===== src/logic/ebhco_pkg.sv =====
// shared constants for the bus hold and clock-out block
package ebhco_pkg;
    localparam int unsigned CLK_DIV_DEFAULT = 2;  // mclk cycles per machine cycle
    localparam logic SEL_HOST_PORT = 1'h0;       // interface select: host port mode
    localparam logic SEL_EXT_MEM = 1'h1;         // interface select: external memory mode
    localparam logic CLK_OUT_RESET = 1'h1;       // clock out level after reset
    typedef enum logic [1:0] {
        EBH_RUN = 2'h0,
        EBH_DRAIN = 2'h1,
        EBH_HOLD = 2'h2
    } ebhco_state_type;
endpackage : ebhco_pkg


===== src/logic/ebhco_top.sv =====
// bus hold handshake, select pin mux and machine-cycle clock output
module ebhco_top #(
    parameter int unsigned CLK_DIV = ebhco_pkg::CLK_DIV_DEFAULT
) (
    input wire logic mclk,
    input wire logic sys_rst,
    input wire logic ext_interface_select,
    input wire logic off_n,
    input wire logic emulation_pin_1,
    input wire logic hold_req_n,
    input wire logic bus_cycle_busy,
    input wire logic clock_pin_disable,
    input wire logic program_addr_bit18,
    input wire logic subsystem_select_in,
    output logic subsystem_select_r,
    output logic subsystem_select_out_r,
    output logic subsystem_select_oe_r,
    output logic bus_release_r,
    output logic hold_acknowledge_n_r,
    output logic hold_acknowledge_oe_r,
    output logic machine_cycle_clock_out_r,
    output logic machine_cycle_clock_out_oe_r,
    output logic machine_cycle_en_r
);
    // mclk stands for the pll output clock
    localparam int unsigned CNT_W = $clog2(CLK_DIV + 1);

    // divider end points at counter width
    localparam logic [CNT_W-1:0] DIV_LAST = CNT_W'(CLK_DIV - 1);
    localparam logic [CNT_W-1:0] DIV_HALF = CNT_W'(CLK_DIV / 2 - 1);

    // hold handshake state
    ebhco_pkg::ebhco_state_type state_r;
    ebhco_pkg::ebhco_state_type state_nxt;

    // machine-cycle divider count
    logic [CNT_W-1:0] div_cnt_r;
    logic [CNT_W-1:0] div_cnt_nxt;

    // divider decodes
    logic div_wrap;
    logic div_half;

    // pin mode and float decodes
    logic host_mode;
    logic ext_mode;
    logic float_req;

    // hold decodes
    logic hold_asked;
    logic hold_next;

    // clock-out drive decode
    logic clk_out_drive;

    // divider end-point compare and count step
    assign div_wrap = (div_cnt_r == DIV_LAST);
    assign div_half = (div_cnt_r == DIV_HALF);
    assign div_cnt_nxt = div_wrap ? '0 : div_cnt_r + 1'b1;

    // select pin mode, float control
    assign host_mode = (ext_interface_select == ebhco_pkg::SEL_HOST_PORT);
    assign ext_mode = (ext_interface_select == ebhco_pkg::SEL_EXT_MEM);
    assign float_req = ~off_n;

    // hold request and hold-next decode
    assign hold_asked = ~hold_req_n;
    assign hold_next = (state_nxt == ebhco_pkg::EBH_HOLD);

    // clock out driven unless disabled or floated
    assign clk_out_drive = emulation_pin_1 & ~clock_pin_disable;

    // machine-cycle divider counter
    always_ff @(posedge mclk) begin
        if (sys_rst) begin
            div_cnt_r <= '0;
        end else begin
            div_cnt_r <= div_cnt_nxt;
        end
    end

    // one-cycle pulse per machine cycle
    always_ff @(posedge mclk) begin
        if (sys_rst) begin
            machine_cycle_en_r <= 1'h0;
        end else begin
            machine_cycle_en_r <= div_wrap;
        end
    end

    // clock out level: falls at cycle start, rises mid-cycle
    always_ff @(posedge mclk) begin
        if (sys_rst) begin
            machine_cycle_clock_out_r <= ebhco_pkg::CLK_OUT_RESET;
        end else if (div_wrap) begin
            machine_cycle_clock_out_r <= 1'h0;
        end else if (div_half) begin
            machine_cycle_clock_out_r <= 1'h1;
        end
    end

    // clock out enable
    always_ff @(posedge mclk) begin
        if (sys_rst) begin
            machine_cycle_clock_out_oe_r <= 1'h0;
        end else begin
            machine_cycle_clock_out_oe_r <= clk_out_drive;
        end
    end

    // subsystem choice, sampled only in host mode
    always_ff @(posedge mclk) begin
        if (sys_rst) begin
            subsystem_select_r <= 1'h0;
        end else if (host_mode) begin
            subsystem_select_r <= subsystem_select_in;
        end else begin
            subsystem_select_r <= subsystem_select_r; // held in external-memory mode
        end
    end

    // select pin data: address bit 18
    always_ff @(posedge mclk) begin
        if (sys_rst) begin
            subsystem_select_out_r <= 1'h0;
        end else begin
            subsystem_select_out_r <= program_addr_bit18;
        end
    end

    // select pin enable, off in host mode or float
    always_ff @(posedge mclk) begin
        if (sys_rst) begin
            subsystem_select_oe_r <= 1'h0;
        end else begin
            subsystem_select_oe_r <= ext_mode & ~float_req;
        end
    end

    // hold handshake next state
    always_comb begin
        state_nxt = state_r;
        case (state_r)
            ebhco_pkg::EBH_RUN: begin
                if (hold_asked) begin
                    state_nxt = ebhco_pkg::EBH_DRAIN;
                end
            end
            ebhco_pkg::EBH_DRAIN: begin
                if (!hold_asked) begin
                    state_nxt = ebhco_pkg::EBH_RUN;
                end else if (!bus_cycle_busy) begin
                    state_nxt = ebhco_pkg::EBH_HOLD;
                end
            end
            ebhco_pkg::EBH_HOLD: begin
                if (!hold_asked) begin
                    state_nxt = ebhco_pkg::EBH_RUN;
                end
            end
            default: begin
                state_nxt = ebhco_pkg::EBH_RUN;
            end
        endcase
    end

    // hold state register
    always_ff @(posedge mclk) begin
        if (sys_rst) begin
            state_r <= ebhco_pkg::EBH_RUN;
        end else begin
            state_r <= state_nxt;
        end
    end

    // bus lines released while in hold
    always_ff @(posedge mclk) begin
        if (sys_rst) begin
            bus_release_r <= 1'h0;
        end else begin
            bus_release_r <= hold_next;
        end
    end

    // hold acknowledge, active low
    always_ff @(posedge mclk) begin
        if (sys_rst) begin
            hold_acknowledge_n_r <= 1'h1;
        end else begin
            hold_acknowledge_n_r <= ~hold_next;
        end
    end

    // hold acknowledge pin enable
    always_ff @(posedge mclk) begin
        if (sys_rst) begin
            hold_acknowledge_oe_r <= 1'h0;
        end else begin
            hold_acknowledge_oe_r <= ~float_req;
        end
    end
endmodule : ebhco_top


===== config.mk =====
export PLATFORM = sky130hd
export DESIGN_NAME = ebhco_top
export DESIGN_NICKNAME = d
export VERILOG_FILES = /design/src/logic/ebhco_pkg.sv /design/src/logic/ebhco_top.sv
export SDC_FILE = /design/constraint.sdc
export NUM_CORES = 1
export LEC_CHECK = 0
export BUFFER_PORTS_ARGS = -buffer_cell sky130_fd_sc_hd__buf_2
export CAP_MARGIN = 20
export CORE_AREA = 4 4 41 43
export CTS_CLUSTER_SIZE = 20
export DETAILED_ROUTE_END_ITERATION = 7
export DIE_AREA = 0 0 45 47
export MAX_ROUTING_LAYER = met4
export SLEW_MARGIN = 10
export SYNTH_ARGS = -nofsm -noshare
export SYNTH_HDL_FRONTEND = slang
export SYNTH_SLANG_ARGS = --single-unit

===== constraint.sdc =====
create_clock -name mclk -period 2.15 [get_ports mclk]
set_input_delay 0.43 -clock mclk [delete_from_list [all_inputs] [get_ports mclk]]
set_output_delay 0.43 -clock mclk [all_outputs]
set_load 0.01 [all_outputs]

==> qor.csv <==
metric,value,unit
status,"finished, final reports clean",
maxSlewHeadroom,0.845,
hold_violations,0,
netlist_area,447,sq um
cts_root_buf,clkbuf_4,
synth.ff_latch_count,13,
nets,71,
drc_errors,0,
p_int,0.358,mW
drv_slew,0,
clockBufferDepth,2,
routed_wl,737,microns
vdd_ir_drop_max,0.000358,V
hold_depth,2,
path_cells,buf_2,
yosysWarnings,0,
synth_top_flop_cell,dfxtp_1,
area_growth,28.6,%
insertion_delay,0.27,ns
ioPinCount,19,
worstSetupStartpoint,subsystem_select_r$_SDFFE_PP0N_,
clkSlewWorstSetupHoldPaths,0.07,ns
cp.depth,1,
period_share,0.541,
p_per_area,814,nW/um^2
synth.avg_cell_area,12.1,sq um
grt_use_total,0.0854,
grt_max_degree,11,
synth_nets,49,
setup_violations,0,
synth_area_leaders,"dfxtp_1, a2111oi_4, ha_1",
cts_buffers,3,
arrival,0.73,ns
drive_above_1_share,0.414,
synth_top_area_cell,dfxtp_1,
synth_most_common_cell,dfxtp_1,
cp_slowest_cell,dfxtp_1,
ctsResizeCount,0,
dieHeight,47,microns
r2r_slack,1.22,ns
post-place-ws,1.12,ns
start_kind,register,
post-route-min-period,1.16,ns
fin_setup_tns,0,ns
p_switching,0.109,mW
routed_via_density,4.41,
rsz0062_at_grt,no,
initial_core_util,0.343,
async_flop_share,0,
synth_top_area_frac,0.583,
hold_ws,0.308,ns
netlist_instances,37,
port-buffer-count,18,
cp_top_family,flip-flops,
cpPeakStageDelay,0.33,ns
firstDrtPassIters,2,
switching_share,0.234,
worstPathMaxFanout,2,
combPwrFrac,0.122,
ys_types,16,
fmax,0.859,GHz
hold_buffers,0,
dp_hpwl,563,microns
gr-total-overflow,0,
grt_pass1_wl,1150,microns
antenna_cells,0,
total_power,0.468,mW
cp-endpoint,subsystem_select_r,
cts.sinks,13,
ctsHtreeMaxLevel,1,
cap_violations,0,
hold_class,input port to register,
required,1.72,ns
ys_seq_area_frac,0.583,
r2r_cells,3,
vias,322,
globalplace.congestion,0.679,
dieArea,2120,sq um
synthTopCellsByCount,"dfxtp_1, inv_1, nor2_1, nor2b_1",
wl_per_cell,10.1,microns
skew,0.000166,ns
antenna_found_initial,0,
cp_num_buf_inv,1,
p_seq_frac,0.565,
cts_setup_buffers,0,
clock_power_share,0.313,
crit_type,register to primary output,
r2r-end,div_cnt_r[1]$_SDFF_PP0_,
first_iter_violations,2,
fin_ws,0.986,ns
coreArea,1300,sq um
r2r-start,div_cnt_r[0]$_SDFF_PP0_,
endpoint_kind,primary output,
leakagePower,0.267,nW
synth_edf_count,0,
drtAntennaViolNets,0,
die_w,45,microns
cts_tree,done,
core.rowCount,13,
worst_slew_pin_slew,0.231,ns
grt_pass1_vias,296,
==> state kept, by name (all words and copies together) (netlist names) <==
| register | count |
|---|---|
| bus_release_r | 1 |
| div_cnt_r | 2 |
| hold_acknowledge_n_r | 1 |
| hold_acknowledge_oe_r | 1 |
| machine_cycle_clock_out_oe_r | 1 |
| machine_cycle_clock_out_r | 1 |
| machine_cycle_en_r | 1 |
| state_r | 2 |
| subsystem_select_oe_r | 1 |
| subsystem_select_out_r | 1 |
| subsystem_select_r | 1 |
==> worst min path at each step <==
stage / start / end
floorplan: div_cnt_r[0]$_SDFF_PP0_ / div_cnt_r[0]$_SDFF_PP0_
global placement: div_cnt_r[0]$_SDFF_PP0_ / div_cnt_r[0]$_SDFF_PP0_
detailed placement: div_cnt_r[0]$_SDFF_PP0_ / div_cnt_r[0]$_SDFF_PP0_
CTS: clock_pin_disable / machine_cycle_clock_out_oe_r$_SDFF_PP0_
global route: clock_pin_disable / machine_cycle_clock_out_oe_r$_SDFF_PP0_
finish: clock_pin_disable / machine_cycle_clock_out_oe_r$_SDFF_PP0_
==> through the flow <==
stage | instances | utilization | instance area, sq um
after floorplan | 37 | - | 447
after global placement | 69 | 0.421 | 548
after detailed placement | 69 | 0.421 | 548
after CTS | 73 | 0.441 | 574
after global routing | 73 | 0.441 | 574
final | 73 | 0.441 | 574
==> power groups by stage <==
stage | registers (mW) | clock network (mW) | logic [mW]
finish | 0.264 | 0.146 | 0.0571
global route | 0.266 | 0.167 | 0.0642
global placement | 0.269 | 0 | 0.0572
floorplan | 0.275 | 0 | 0.0308
detailed placement | 0.270 | 0 | 0.0578
CTS | 0.264 | 0.157 | 0.0579
==> placed cells by master, fill, tap and decap left out <==
cell type / n
buf_2: 18
dfxtp_1: 13
inv_1: 3
nor2b_1: 3
nor2_1: 3
clkbuf_4: 3
nor3b_1: 2
o21a_1: 2
ha_1: 2
nor2b_2: 1
a2111oi_4: 1
nor3_1: 1
o21bai_1: 1
mux2i_1: 1
and2_1: 1
nor3b_2: 1
o21ai_1: 1
clkbuf_1: 1
==> final cells by class <==
cell class                      count  area [sq um]
Fill cell                         131           727
Sequential cell                    13           260
Multi-Input combinational cell     20           168
Tap cell                           15          18.8
Timing Repair Buffer               18          90.1
Inverter                            3          11.3
Clock buffer                        4          26.3
==> metal layers <==
metal	global-route usage	vias up	routed length (microns)
met5	-	-	0
met4	0.105	0	19
met3	0.0383	4	95
met2	0.119	13	344
met1	0.0787	142	278
li1	-	163	-
==> kinds of logic (layout without fill, tap and decap cells) <==
logic type | Yosys count | after routing | synth area share
flip-flops | 13 | 13 | 0.583
multiplexers | 1 | 1 | 0.0224
buffers and inverters | 4 | 25 | 0.0420
AO/OA/AOI/OAI | 5 | 5 | 0.123
AND/OR/NAND/NOR | 12 | 12 | 0.174
adder cells (fa/ha/maj) | 2 | 2 | 0.0560
Power figures use the tool's default switching activity.
